$ cat src/include/probe_scale_defines.svh
// object indices, field positions, the entry count and timings for the
// scale readout and touch-probe latch block.
// assumes the includer wants plain macros; no code here.
// Behaviour
// - scale objects read zero unless scale enabled
// - cycle count source follows encoder type
// - turns count zero for every linear scale
// - nonzero alarm freezes stored scale values
// - resolution zero unless rotary scale
// - scale status bits: absolute, enabled, abs-type
// - motor status bit zero: absolute system
// - entry count is read-only, value one
// - coasting counter signed 32-bit from zero
// - latch position on both edges of both probes
// - normal mode: 55 us edge granularity
// - precise mode: probe two rising at 2 us
// - precise probing stops encoder pulse output
// - control word is 16-bit read-write
// - probe state word read-only, resets zero
// - four latched positions signed, reset zero
// - control bits 0,1,4,5 and 8,9,12,13
// - state bits 0-2 and 8-10 per probe
// - disabling clears flags; positions kept
`ifndef PROBE_SCALE_DEFINES_SVH
`define PROBE_SCALE_DEFINES_SVH

// ----------------------------------------------------------------
// object indices
// ----------------------------------------------------------------
`define IDX_ENC_STATUS 16'h2d35
`define IDX_CYCLE 16'h2d36
`define IDX_TURNS 16'h2d37
`define IDX_RES 16'h2d38
`define IDX_ALARM 16'h2d3c
`define IDX_PCTL 16'h60b8
`define IDX_PSTAT 16'h60b9
`define IDX_P1R 16'h60ba
`define IDX_P1F 16'h60bb
`define IDX_P2R 16'h60bc
`define IDX_P2F 16'h60bd
`define SUB_COUNT 8'h00
`define SUB_MOTOR 8'h01
`define SUB_SCALE 8'h02
`define ENTRY_COUNT 8'h01

// ----------------------------------------------------------------
// control and state fields (probe two adds PROBE_OFS)
// ----------------------------------------------------------------
`define PROBE_OFS 8
`define CTL_EN 0
`define CTL_CONT 1
`define CTL_RISE 4
`define CTL_FALL 5
`define ST_EN 0
`define ST_RISE 1
`define ST_FALL 2
`define SST_ABS_SYS 0
`define SST_ENABLED 1
`define SST_ABS_TYPE 2

// ----------------------------------------------------------------
// timing
// ----------------------------------------------------------------
`define CLK_MHZ 50
`define SLOW_TICK_NS 55000
`define FAST_TICK_NS 2000
`define SLOW_CYC (`SLOW_TICK_NS * `CLK_MHZ / 1000)
`define FAST_CYC (`FAST_TICK_NS * `CLK_MHZ / 1000)

`endif

$ cat src/include/probe_scale_pkg.sv
// types shared by the scale readout and touch-probe latch.
// assumes nothing beyond a SystemVerilog compiler.
`default_nettype none
package probe_scale_pkg;
  typedef enum logic [1:0] {
    enc_rotary,
    enc_linear_abs,
    enc_linear_inc,
    enc_linear_abz
  } scale_kind_t;
endpackage
`default_nettype wire

$ cat src/verilog/scale_probe_latch.sv
// scale readout objects and touch-probe position latch.
// assumes scale inputs come from logic on ref_clk; probe pins are
// asynchronous and are synchronised here.
`include "probe_scale_defines.svh"
`default_nettype none
module scale_probe_latch #(
  parameter int SLOW_CYCLES = `SLOW_CYC,
  parameter int FAST_CYCLES = `FAST_CYC
) (
  // clock and reset
  input wire logic ref_clk,
  input wire logic rst_b,
  // object access
  input wire logic obj_rd,
  input wire logic obj_wr,
  input wire logic [15:0] obj_index,
  input wire logic [7:0] obj_sub,
  input wire logic [31:0] obj_wdata,
  output logic [31:0] obj_rdata,
  // scale encoder side
  input wire logic scale_enabled,
  input wire logic scale_abs_sys,
  input wire probe_scale_pkg::scale_kind_t scale_kind,
  input wire logic scale_valid,
  input wire logic [31:0] scale_cycle_raw,
  input wire logic [31:0] scale_turns_raw,
  input wire logic [31:0] scale_res_raw,
  input wire logic [15:0] scale_alarm,
  input wire logic [31:0] scale_delta,
  input wire logic scale_delta_valid,
  input wire logic motor_abs_sys,
  // touch probe
  input wire logic first_probe_input,
  input wire logic second_probe_input,
  input wire logic precise_probe_select,
  input wire logic [31:0] position_fb,
  output logic enc_pulse_enable
);

  // ----------------------------------------------------------------
  // probe synchronisers and sample ticks
  // ----------------------------------------------------------------
  logic [1:0] sy1_q, sy2_q, sy1_d, sy2_d;
  // bit 2: probe two level as seen on the slow grid
  logic [2:0] lvl_q, lvl_d;
  logic [15:0] slow_q, slow_d, fast_q, fast_d;
  logic slow_tick, fast_tick;

  always_comb begin
    sy1_d = {second_probe_input, first_probe_input};
    sy2_d = sy1_q;
    slow_tick = (slow_q == 16'(SLOW_CYCLES - 1));
    fast_tick = (fast_q == 16'(FAST_CYCLES - 1));
    slow_d = slow_tick ? 16'h0000 : slow_q + 16'h0001;
    fast_d = fast_tick ? 16'h0000 : fast_q + 16'h0001;
  end

  always_ff @(posedge ref_clk or negedge rst_b) begin
    if (!rst_b) begin
      sy1_q <= 2'h0;
      sy2_q <= 2'h0;
      slow_q <= 16'h0000;
      fast_q <= 16'h0000;
    end else begin
      sy1_q <= sy1_d;
      sy2_q <= sy2_d;
      slow_q <= slow_d;
      fast_q <= fast_d;
    end
  end

  // ----------------------------------------------------------------
  // control word, state word and latched positions
  // ----------------------------------------------------------------
  logic [15:0] ctl_q, ctl_d, st_q, st_d;
  logic [31:0] pos_q [4];
  logic [31:0] pos_d [4];
  logic [1:0] rise_ev, fall_ev;
  logic ctl_wr;

  assign ctl_wr = obj_wr && obj_index == `IDX_PCTL && obj_sub == `SUB_COUNT;

  always_comb begin
    int b;
    b = 0;
    lvl_d = lvl_q;
    rise_ev = 2'h0;
    fall_ev = 2'h0;
    // probe one and probe two falling: 55 us grid
    // probe two rising: 2 us grid when precise
    // probe two falling keeps its own level, so fast samples
    // in between cannot swallow a falling edge
    if (slow_tick) begin
      lvl_d[0] = sy2_q[0];
      lvl_d[2] = sy2_q[1];
      rise_ev[0] = sy2_q[0] && !lvl_q[0];
      fall_ev[0] = !sy2_q[0] && lvl_q[0];
      fall_ev[1] = !sy2_q[1] && lvl_q[2];
    end
    if (precise_probe_select ? fast_tick : slow_tick) begin
      lvl_d[1] = sy2_q[1];
      rise_ev[1] = sy2_q[1] && !lvl_q[1];
    end
    ctl_d = ctl_wr ? obj_wdata[15:0] : ctl_q;
    st_d = st_q;
    pos_d = pos_q;
    for (int p = 0; p < 2; p++) begin
      b = p * `PROBE_OFS;
      st_d[b + `ST_EN] = ctl_q[b + `CTL_EN];
      if (ctl_q[b + `CTL_EN]) begin
        // single mode keeps the first edge until re-armed
        if (rise_ev[p] && ctl_q[b + `CTL_RISE] &&
            (ctl_q[b + `CTL_CONT] || !st_q[b + `ST_RISE])) begin
          st_d[b + `ST_RISE] = 1'b1;
          pos_d[2 * p] = position_fb;
        end
        if (fall_ev[p] && ctl_q[b + `CTL_FALL] &&
            (ctl_q[b + `CTL_CONT] || !st_q[b + `ST_FALL])) begin
          st_d[b + `ST_FALL] = 1'b1;
          pos_d[2 * p + 1] = position_fb;
        end
        if (!ctl_q[b + `CTL_RISE]) st_d[b + `ST_RISE] = 1'b0;
        if (!ctl_q[b + `CTL_FALL]) st_d[b + `ST_FALL] = 1'b0;
      end else begin
        st_d[b + `ST_RISE] = 1'b0;
        st_d[b + `ST_FALL] = 1'b0;
      end
    end
    st_d[7:3] = 5'h00;
    st_d[15:11] = 5'h00;
  end

  always_ff @(posedge ref_clk or negedge rst_b) begin
    if (!rst_b) begin
      lvl_q <= 3'h0;
      ctl_q <= 16'h0000;
      st_q <= 16'h0000;
      for (int i = 0; i < 4; i++) pos_q[i] <= 32'h0000_0000;
    end else begin
      lvl_q <= lvl_d;
      ctl_q <= ctl_d;
      st_q <= st_d;
      pos_q <= pos_d;
    end
  end

  assign enc_pulse_enable = !precise_probe_select;

  // ----------------------------------------------------------------
  // scale objects
  // ----------------------------------------------------------------
  logic [31:0] coast_q, coast_d, cyc_q, cyc_d, trn_q, trn_d, res_q, res_d;
  logic rotary, linear_inc;

  always_comb begin
    rotary = (scale_kind == probe_scale_pkg::enc_rotary);
    linear_inc = (scale_kind == probe_scale_pkg::enc_linear_inc) ||
                 (scale_kind == probe_scale_pkg::enc_linear_abz);
    // signed wraps over the full 32-bit range
    coast_d = scale_delta_valid ? coast_q + scale_delta : coast_q;
    cyc_d = cyc_q;
    trn_d = trn_q;
    res_d = res_q;
    if (scale_valid && scale_alarm == 16'h0000) begin
      cyc_d = linear_inc ? coast_d : scale_cycle_raw;
      trn_d = rotary ? scale_turns_raw : 32'h0000_0000;
      res_d = rotary ? scale_res_raw : 32'h0000_0000;
    end
  end

  always_ff @(posedge ref_clk or negedge rst_b) begin
    if (!rst_b) begin
      coast_q <= 32'h0000_0000;
      cyc_q <= 32'h0000_0000;
      trn_q <= 32'h0000_0000;
      res_q <= 32'h0000_0000;
    end else begin
      coast_q <= coast_d;
      cyc_q <= cyc_d;
      trn_q <= trn_d;
      res_q <= res_d;
    end
  end

  // ----------------------------------------------------------------
  // read mux
  // ----------------------------------------------------------------
  logic [31:0] rd_d, rd_q, scale_st;

  // scale objects read zero while the scale is off
  function automatic logic [31:0] gate_scale(input logic en,
                                             input logic [31:0] v);
    return en ? v : 32'h0000_0000;
  endfunction

  always_comb begin
    scale_st = 32'h0000_0000;
    scale_st[`SST_ABS_SYS] = scale_abs_sys;
    scale_st[`SST_ENABLED] = scale_enabled;
    scale_st[`SST_ABS_TYPE] = scale_kind == probe_scale_pkg::enc_linear_abs;
    rd_d = rd_q;
    if (obj_rd) begin
      rd_d = 32'h0000_0000;
      case (obj_index)
        `IDX_ENC_STATUS: begin
          if (obj_sub == `SUB_COUNT) rd_d = {24'h0, `ENTRY_COUNT};
          else if (obj_sub == `SUB_MOTOR)
            rd_d = {31'h0, motor_abs_sys};
          else if (obj_sub == `SUB_SCALE) rd_d = scale_st;
        end
        // zero while scale disabled
        `IDX_CYCLE: rd_d = gate_scale(scale_enabled, cyc_q);
        `IDX_TURNS: rd_d = gate_scale(scale_enabled, trn_q);
        `IDX_RES: rd_d = gate_scale(scale_enabled, res_q);
        `IDX_ALARM: rd_d = gate_scale(scale_enabled, {16'h0, scale_alarm});
        `IDX_PCTL: rd_d = {16'h0, ctl_q};
        `IDX_PSTAT: rd_d = {16'h0, st_q};
        `IDX_P1R: rd_d = pos_q[0];
        `IDX_P1F: rd_d = pos_q[1];
        `IDX_P2R: rd_d = pos_q[2];
        `IDX_P2F: rd_d = pos_q[3];
        default: rd_d = 32'h0000_0000;
      endcase
    end
  end

  always_ff @(posedge ref_clk or negedge rst_b) begin
    if (!rst_b) rd_q <= 32'h0000_0000;
    else rd_q <= rd_d;
  end

  assign obj_rdata = rd_q;

  // ----------------------------------------------------------------
  // checks
  // ----------------------------------------------------------------
  a_disable_clears: assert property (@(posedge ref_clk) disable iff (!rst_b)
    !ctl_q[`CTL_EN] |=> st_q[2:0] == 3'h0)
    else $error("probe one flags not cleared when disabled");
  a_rise_latch: assert property (@(posedge ref_clk) disable iff (!rst_b)
    ctl_q[`CTL_EN] && ctl_q[`CTL_RISE] && rise_ev[0] &&
    (ctl_q[`CTL_CONT] || !st_q[`ST_RISE])
    |=> st_q[`ST_RISE] && pos_q[0] == $past(position_fb))
    else $error("probe one rising edge not latched");
  a_single_hold: assert property (@(posedge ref_clk) disable iff (!rst_b)
    st_q[`ST_RISE] && !ctl_q[`CTL_CONT] |=> $stable(pos_q[0]))
    else $error("single mode overwrote latched position");
  a_alarm_freeze: assert property (@(posedge ref_clk) disable iff (!rst_b)
    scale_alarm != 16'h0000 |=> $stable(cyc_q) && $stable(trn_q))
    else $error("scale values changed during alarm");
  a_linear_turns: assert property (@(posedge ref_clk) disable iff (!rst_b)
    scale_valid && scale_alarm == 16'h0000 && !rotary
    |=> trn_q == 32'h0 && res_q == 32'h0)
    else $error("linear scale shows turns or resolution");
  a_disabled_zero: assert property (@(posedge ref_clk) disable iff (!rst_b)
    obj_rd && !scale_enabled && obj_index == `IDX_CYCLE
    |=> obj_rdata == 32'h0)
    else $error("cycle count read nonzero while disabled");
  a_pulse_stop: assert property (@(posedge ref_clk) disable iff (!rst_b)
    precise_probe_select |-> !enc_pulse_enable)
    else $error("encoder pulses left on in precise mode");
  a_slow_grid: assert property (@(posedge ref_clk) disable iff (!rst_b)
    rise_ev[0] || fall_ev[0] |-> slow_tick)
    else $error("probe one edge off the slow grid");
  a_two_slow_rise: assert property (@(posedge ref_clk)
    disable iff (!rst_b)
    !precise_probe_select && rise_ev[1] |-> slow_tick)
    else $error("probe two rise off the slow grid");
  a_two_fast_rise: assert property (@(posedge ref_clk)
    disable iff (!rst_b)
    precise_probe_select && rise_ev[1] |-> fast_tick)
    else $error("probe two precise rise off the fast grid");
  a_two_slow_fall: assert property (@(posedge ref_clk)
    disable iff (!rst_b)
    fall_ev[1] |-> slow_tick)
    else $error("probe two fall off the slow grid");
  a_fall_latch: assert property (@(posedge ref_clk)
    disable iff (!rst_b)
    ctl_q[`CTL_EN] && ctl_q[`CTL_FALL] && fall_ev[0] &&
    (ctl_q[`CTL_CONT] || !st_q[`ST_FALL])
    |=> st_q[`ST_FALL] && pos_q[1] == $past(position_fb))
    else $error("probe one falling edge not latched");
  a_two_rise_latch: assert property (@(posedge ref_clk)
    disable iff (!rst_b)
    ctl_q[8] && ctl_q[12] && rise_ev[1] && (ctl_q[9] || !st_q[9])
    |=> st_q[9] && pos_q[2] == $past(position_fb))
    else $error("probe two rising edge not latched");
  a_two_fall_latch: assert property (@(posedge ref_clk)
    disable iff (!rst_b)
    ctl_q[8] && ctl_q[13] && fall_ev[1] && (ctl_q[9] || !st_q[10])
    |=> st_q[10] && pos_q[3] == $past(position_fb))
    else $error("probe two falling edge not latched");
  a_flag_mirror: assert property (@(posedge ref_clk)
    disable iff (!rst_b)
    ctl_q[`CTL_EN] |=> st_q[`ST_EN])
    else $error("probe one enable not mirrored");
  a_two_mirror: assert property (@(posedge ref_clk)
    disable iff (!rst_b)
    ctl_q[8] |=> st_q[8])
    else $error("probe two enable not mirrored");
  a_reserved_zero: assert property (@(posedge ref_clk)
    disable iff (!rst_b)
    st_q[7:3] == 5'h00 && st_q[15:11] == 5'h00)
    else $error("reserved state bits set");
  a_two_clears: assert property (@(posedge ref_clk)
    disable iff (!rst_b)
    !ctl_q[8] |=> st_q[10:8] == 3'h0)
    else $error("probe two flags not cleared when disabled");
  a_rise_clear: assert property (@(posedge ref_clk)
    disable iff (!rst_b)
    !ctl_q[`CTL_RISE] |=> !st_q[`ST_RISE])
    else $error("rise flag kept with sampling off");
  a_ctl_write: assert property (@(posedge ref_clk)
    disable iff (!rst_b)
    ctl_wr |=> ctl_q == $past(obj_wdata[15:0]))
    else $error("control word write lost");
  a_coast_add: assert property (@(posedge ref_clk)
    disable iff (!rst_b)
    scale_delta_valid |=> coast_q == $past(coast_q) + $past(scale_delta))
    else $error("coasting counter did not add travel");
  a_inc_cycle: assert property (@(posedge ref_clk)
    disable iff (!rst_b)
    scale_valid && scale_alarm == 16'h0000 && linear_inc
    |=> cyc_q == $past(coast_d))
    else $error("incremental scale cycle count not coasting");
  a_rotary_turns: assert property (@(posedge ref_clk)
    disable iff (!rst_b)
    scale_valid && scale_alarm == 16'h0000 && rotary
    |=> trn_q == $past(scale_turns_raw))
    else $error("rotary turns count not taken");
  a_entry_count: assert property (@(posedge ref_clk)
    disable iff (!rst_b)
    obj_rd && obj_index == `IDX_ENC_STATUS && obj_sub == `SUB_COUNT
    |=> obj_rdata == {24'h0, `ENTRY_COUNT})
    else $error("entry count read wrong");
  a_state_read: assert property (@(posedge ref_clk)
    disable iff (!rst_b)
    obj_rd && obj_index == `IDX_PSTAT
    |=> obj_rdata == {16'h0, $past(st_q)})
    else $error("state word read wrong");
  a_scale_status: assert property (@(posedge ref_clk)
    disable iff (!rst_b)
    obj_rd && obj_index == `IDX_ENC_STATUS && obj_sub == `SUB_SCALE
    |=> obj_rdata[`SST_ENABLED] == $past(scale_enabled))
    else $error("scale status enable bit wrong");
  a_disabled_turns: assert property (@(posedge ref_clk)
    disable iff (!rst_b)
    obj_rd && !scale_enabled && obj_index == `IDX_TURNS
    |=> obj_rdata == 32'h0)
    else $error("turns count read nonzero while disabled");

endmodule
`default_nettype wire
$ cat config.mk
export PLATFORM = sky130hd
export DESIGN_NAME = scale_probe_latch
export DESIGN_NICKNAME = d
export VERILOG_FILES = /design/src/include/probe_scale_pkg.sv /design/src/verilog/scale_probe_latch.sv
export VERILOG_INCLUDE_DIRS = /design/src /design/src/include
export SDC_FILE = /design/constraint.sdc
export NUM_CORES = 1
export LEC_CHECK = 0
export BUFFER_PORTS_ARGS = -buffer_cell sky130_fd_sc_hd__buf_2
export CORE_MARGIN = 4
export CORE_UTILIZATION = 40
export CTS_CLUSTER_DIAMETER = 200
export DETAILED_ROUTE_END_ITERATION = 12
export GPL_TIMING_DRIVEN = 0
export PLACE_DENSITY_LB_ADDON = 0.25
export SYNTH_ARGS = -nofsm -noshare
export SYNTH_HDL_FRONTEND = slang
export SYNTH_SLANG_ARGS = --single-unit
$ cat constraint.sdc
create_clock -name ref_clk -period 8.5 [get_ports ref_clk]
set_clock_uncertainty 0.2 [all_clocks]
set_input_delay 1.7 -clock ref_clk [delete_from_list [all_inputs] [get_ports ref_clk]]
set_output_delay 1.7 -clock ref_clk [all_outputs]
set_load 0.05 [all_outputs]
After elaboration in Yosys (flattened, before gate mapping)
Cells that the tools add are included.
W data, S select, Z words.
- bits in registers: 349
- input bits: 246
- output and inout port bits: 33
- word-level logic and storage cells: 110
- $add $sub $neg: 3
- eq/ne operators: 22
- multiplexer cells: 28
- reductions and logical operators: 36
- operators by type and width (cell ; count):
    $pmux W32 S11 ; 1
    $mux W32 ; 7
    $eq A16 B15 Y1 const B ; 6
    $eq A16 B14 Y1 const B ; 5
    $mux W16 ; 3
    $add A16 B1 Y16 const B ; 2
    $add A32 B32 Y32 ; 1
    $eq A16 B12 Y1 const B ; 1
    $eq A16 B7 Y1 const B ; 1
    $logic_not A16 Y1 ; 1
    $logic_and A1 B1 Y1 ; 15
    $ne A3 B2 Y1 const B ; 4
    $mux W1 ; 11
    $logic_not A1 Y1 ; 9
    $mux W3 ; 3
    $eq A8 B1 Y1 const B ; 1
    $eq A8 B2 Y1 const B ; 1
    $logic_not A8 Y1 ; 1
    $reduce_and A2 Y1 ; 4
    $mux W2 ; 3
    $logic_or A1 B1 Y1 ; 5
    $eq A2 B2 Y1 const B ; 2
    $eq A2 B1 Y1 const B ; 1
    $logic_not A2 Y1 ; 1

Logic depth before layout (Yosys ltp)
- depth in word-level cells: 8
- mapped depth: 10

Least setup slack after synthesis
OpenSTA, ideal clock, no wires.
- path kind: input to register
- start: input scale_delta[0]
- end: register cyc_q[26]
- library setup time: 136 ps
- arrival time: 3904 ps
- data required time: 8164 ps
- setup slack: 4260 ps
- stages: 10
- buffers on the path: 0
- path through: ha_1 -> fa_1 -> a21oi_1 -> o211ai_1 -> a21oi_1 -> a31oi_1 -> a41oi_1 -> nor4_1 -> nor4_1 -> o21ai_0
- word-level cells in the longest chain between the ends: 3
- RTL lines (what ; line ; text):
    from (decl) ; scale_probe_latch.sv:29 ; input wire logic [31:0] scale_delta,
    $add A32 B32 Y32 ; scale_probe_latch.sv:160 ; coast_d = scale_delta_valid ? coast_q + scale_delta : coast_q;
    $mux W32 ; scale_probe_latch.sv:160 ;
    $mux W32 ; scale_probe_latch.sv:165 ; cyc_d = linear_inc ? coast_d : scale_cycle_raw;
    to (signal assigned) ; scale_probe_latch.sv:179 ; cyc_q <= cyc_d;
    to (decl) ; scale_probe_latch.sv:152 ; logic [31:0] coast_q, coast_d, cyc_q, cyc_d, trn_q, trn_d, res_q, res_d;
No other way between the ends.
A chain may end at the register's enable or synchronous reset.

Worst setup path in the final report
- start: input scale_delta[0]
- end: register cyc_q[30]
The elaborated chain is that of the path after synthesis.

==> flow_summary.ini <==
[worst_setup_path]
reg2reg_slack_ns = 4.76
required_ns = 8.68
worstRegToRegCells = 10
cp_max_fo = 5
startpoint_type = input port
crit_start = scale_delta[0]
r2r-end = cyc_q[30]
cp.arrival_ns = 4.83
end_kind = flip-flop
crit-reg2reg-launch = coast_q[0]
critPathKind = in2reg

[clocking]
numCtsBuffers = 40
htreeDepth = 2
cts_setup_buffers = 0
cts.clk_slew.worst_paths_ns = 0.06
cts_tree = built
cts_num_sinks = 349
hold_buffers = 0
root_buffer = clkbuf_16
clk-insertion-delay-late_ns = 0.54
clk_path_buf_depth = 3
cts_resized = 0

[die]
core_um2 = 42100
die_w_um = 215
start_util_pct = 40.7
dieArea_um2 = 46300
die_h_um = 215
rows = 75
io_pins = 279

[routing]
drt-pass1-iter-count = 7
finalWirelength_mm = 54.0
viasPerCell = 5.58
wire_per_inst_um = 21.2
drtIter0Drc = 1318
vias = 14200
drcViolationCount = 0
ant_nets = 0

[finish]
drive_above_1_share_pct = 26.0
nets = 2245
multi_input_area_um2 = 7770
fin_area_um2 = 20600
final-seq-area_um2 = 8730
nFillCells = 3951
area_growth_syn_to_layout_pct = 19.9

[synth]
syn_inst = 1660
syn-cell-area_um2 = 17200
ys_top_cells_by_area = dfrtp_1 (51%), mux2_2 (11%), nand2_1 (6.3%), a222oi_1 (3.4%), nand3_1 (2.7%)
synth_top_area_share_pct = 50.9
synth_most_common_cell = dfrtp_1
yosysTopAreaCell = dfrtp_1
synthesis.nets = 1941
synthDistinctLibCells = 68
ys_ff_latch = 349
synthArstFlopShare_pct = 100
synth_edf_count = 0
ys.flop_type = dfrtp_1
avgSynthCellArea_um2 = 10.3
ys_top_cells_by_count = dfrtp_1 (349), nand2_1 (286), mux2_2 (160), nand3_1 (91), a21oi_1 (81)
ys_seq_area_share_pct = 50.9
synth_warnings = 0

[grt]
antenna_found_initial = 14
gr-total-overflow = 0
grt_max_degree = 124
grt_pass1_vias = 14600
grt_usage_pct = 22.6
grt_pass1_wl_mm = 82.6

[sta]
fin_crit_ns = 4.65
holdWs_ns = 0.154
max_freq_mhz = 215
timing.final.crit_share_pct = 54.7
setup-violations-final = 0
slew_headroom_pct = 27.8
hold_violations = 0
rsz0062_at_grt = no
slew_violations = 0
finalSetupTns_ns = 0
worstMarginPinSlew_ns = 1.08

[job]
max_cap_violations = 0

[worst_hold_path]
hold_depth = 0
hp-class = reg2reg
hold_end = sy2_q[1]
worstHoldStart = sy1_q[1]

[power]
p_leak_nw = 10.0
peakVddDrop_mv = 0.136
fin_total_pwr_mw = 4.66
p_per_area_nw_per_um2 = 227

[placed_design]
dp_hpwl_mm = 41.2
gp_congestion = 0.882
portBuffers = 259
postPlaceCellArea_um2 = 19200

[run_status]
status = complete, no violations
[placed cells by master (no fill, tap or decap), types with 34 or more instances in the layout]
cell type / count
mux2_2: 160
ha_1: 34
a222oi_1: 58
nand2_1: 286
clkbuf_1: 85
dfrtp_1: 349
nand3_1: 91
o21ai_0: 54
clkbuf_16: 40
buf_2: 267
nor2_1: 57
inv_1: 70
a21oi_1: 81
[sequential cells by signal (all words and copies together), names as in the netlist, 16 cells and up]
register / cells
slow_q: 16
fast_q: 16
pos_q: 128
res_q: 32
trn_q: 32
coast_q: 32
obj_rdata: 32
cyc_q: 32
ctl_q: 16
[through the flow]
stage	std cells	setup slack (ns)	util, %
after floorplan	1660	4.26	-
after global placement	2458	-1.26	45.4
after detailed placement	2461	3.43	45.6
after CTS	2533	3.97	48.8
after global routing	2538	3.71	48.8
final	2543	3.85	48.8
[worst max-delay path by stage]
stage	depth (start not counted)	slack [ns]	end
5_1_grt	11	3.71	cyc_q[30]
3_3_place_gp	1	-1.26	cyc_q[26]
6_report	11	3.85	cyc_q[30]
4_1_cts	11	3.97	cyc_q[30]
3_5_place_dp	11	3.43	obj_rdata[0]
2_1_floorplan	10	4.26	cyc_q[26]
[cell type report]
class | count | area share, %
Clock buffer | 56 | 5.60
Clock inverter | 16 | 0.846
Inverter | 70 | 1.28
Tap cell | 539 | 3.28
Antenna cell | 10 | 0.122
Sequential cell | 349 | 42.5
Buffer | 97 | 1.87
Multi-Input combinational cell | 1144 | 37.8
Timing Repair Buffer | 262 | 6.75
[power breakdown]
part	total (mW)	internal, mW	leakage, nW	switching [mW]
Combinational	1.12	0.462	4.85	0.656
Clock	1.71	1.01	0.643	0.698
Sequential	1.84	1.77	4.55	0.0674
[worst max-delay path: stages]
cell and delay (ns):
buf_2 0.11, ha_1 0.23, fa_1 0.42, a21oi_1 0.25, o211ai_1 0.18, a21oi_1 0.30
a31oi_1 0.23, a41oi_1 0.59, nor4_1 0.12, nor4_1 0.51, o21ai_0 0.19
[cells by family (layout without fill, tap and decap cells)]
family,after synthesis,count (layout),synth area share [%]
AO/OA/AOI/OAI,321,321,13.0
multiplexers,186,186,12.3
other,0,10,0
XOR/XNOR,51,51,2.60
flip-flops,349,349,50.9
AND/OR/NAND/NOR,551,551,14.8
buffers and inverters,167,501,3.77
adder cells (fa/ha/maj),35,35,2.60
[routing by layer]
| metal | GRT usage, % | vias to the layer above | routed length, µm | share of wire (%) |
|---|---|---|---|---|
| met5 | 0 | - | 116 | 0.21 |
| met4 | 6.48 | 16 | 1430 | 2.7 |
| met3 | 4.48 | 85 | 3740 | 6.9 |
| met2 | 37.5 | 459 | 25800 | 48 |
| met1 | 30.2 | 7031 | 22900 | 42 |
| li1 | - | 6605 | - | - |
No activity file was read; power rests on OpenSTA's default activity.
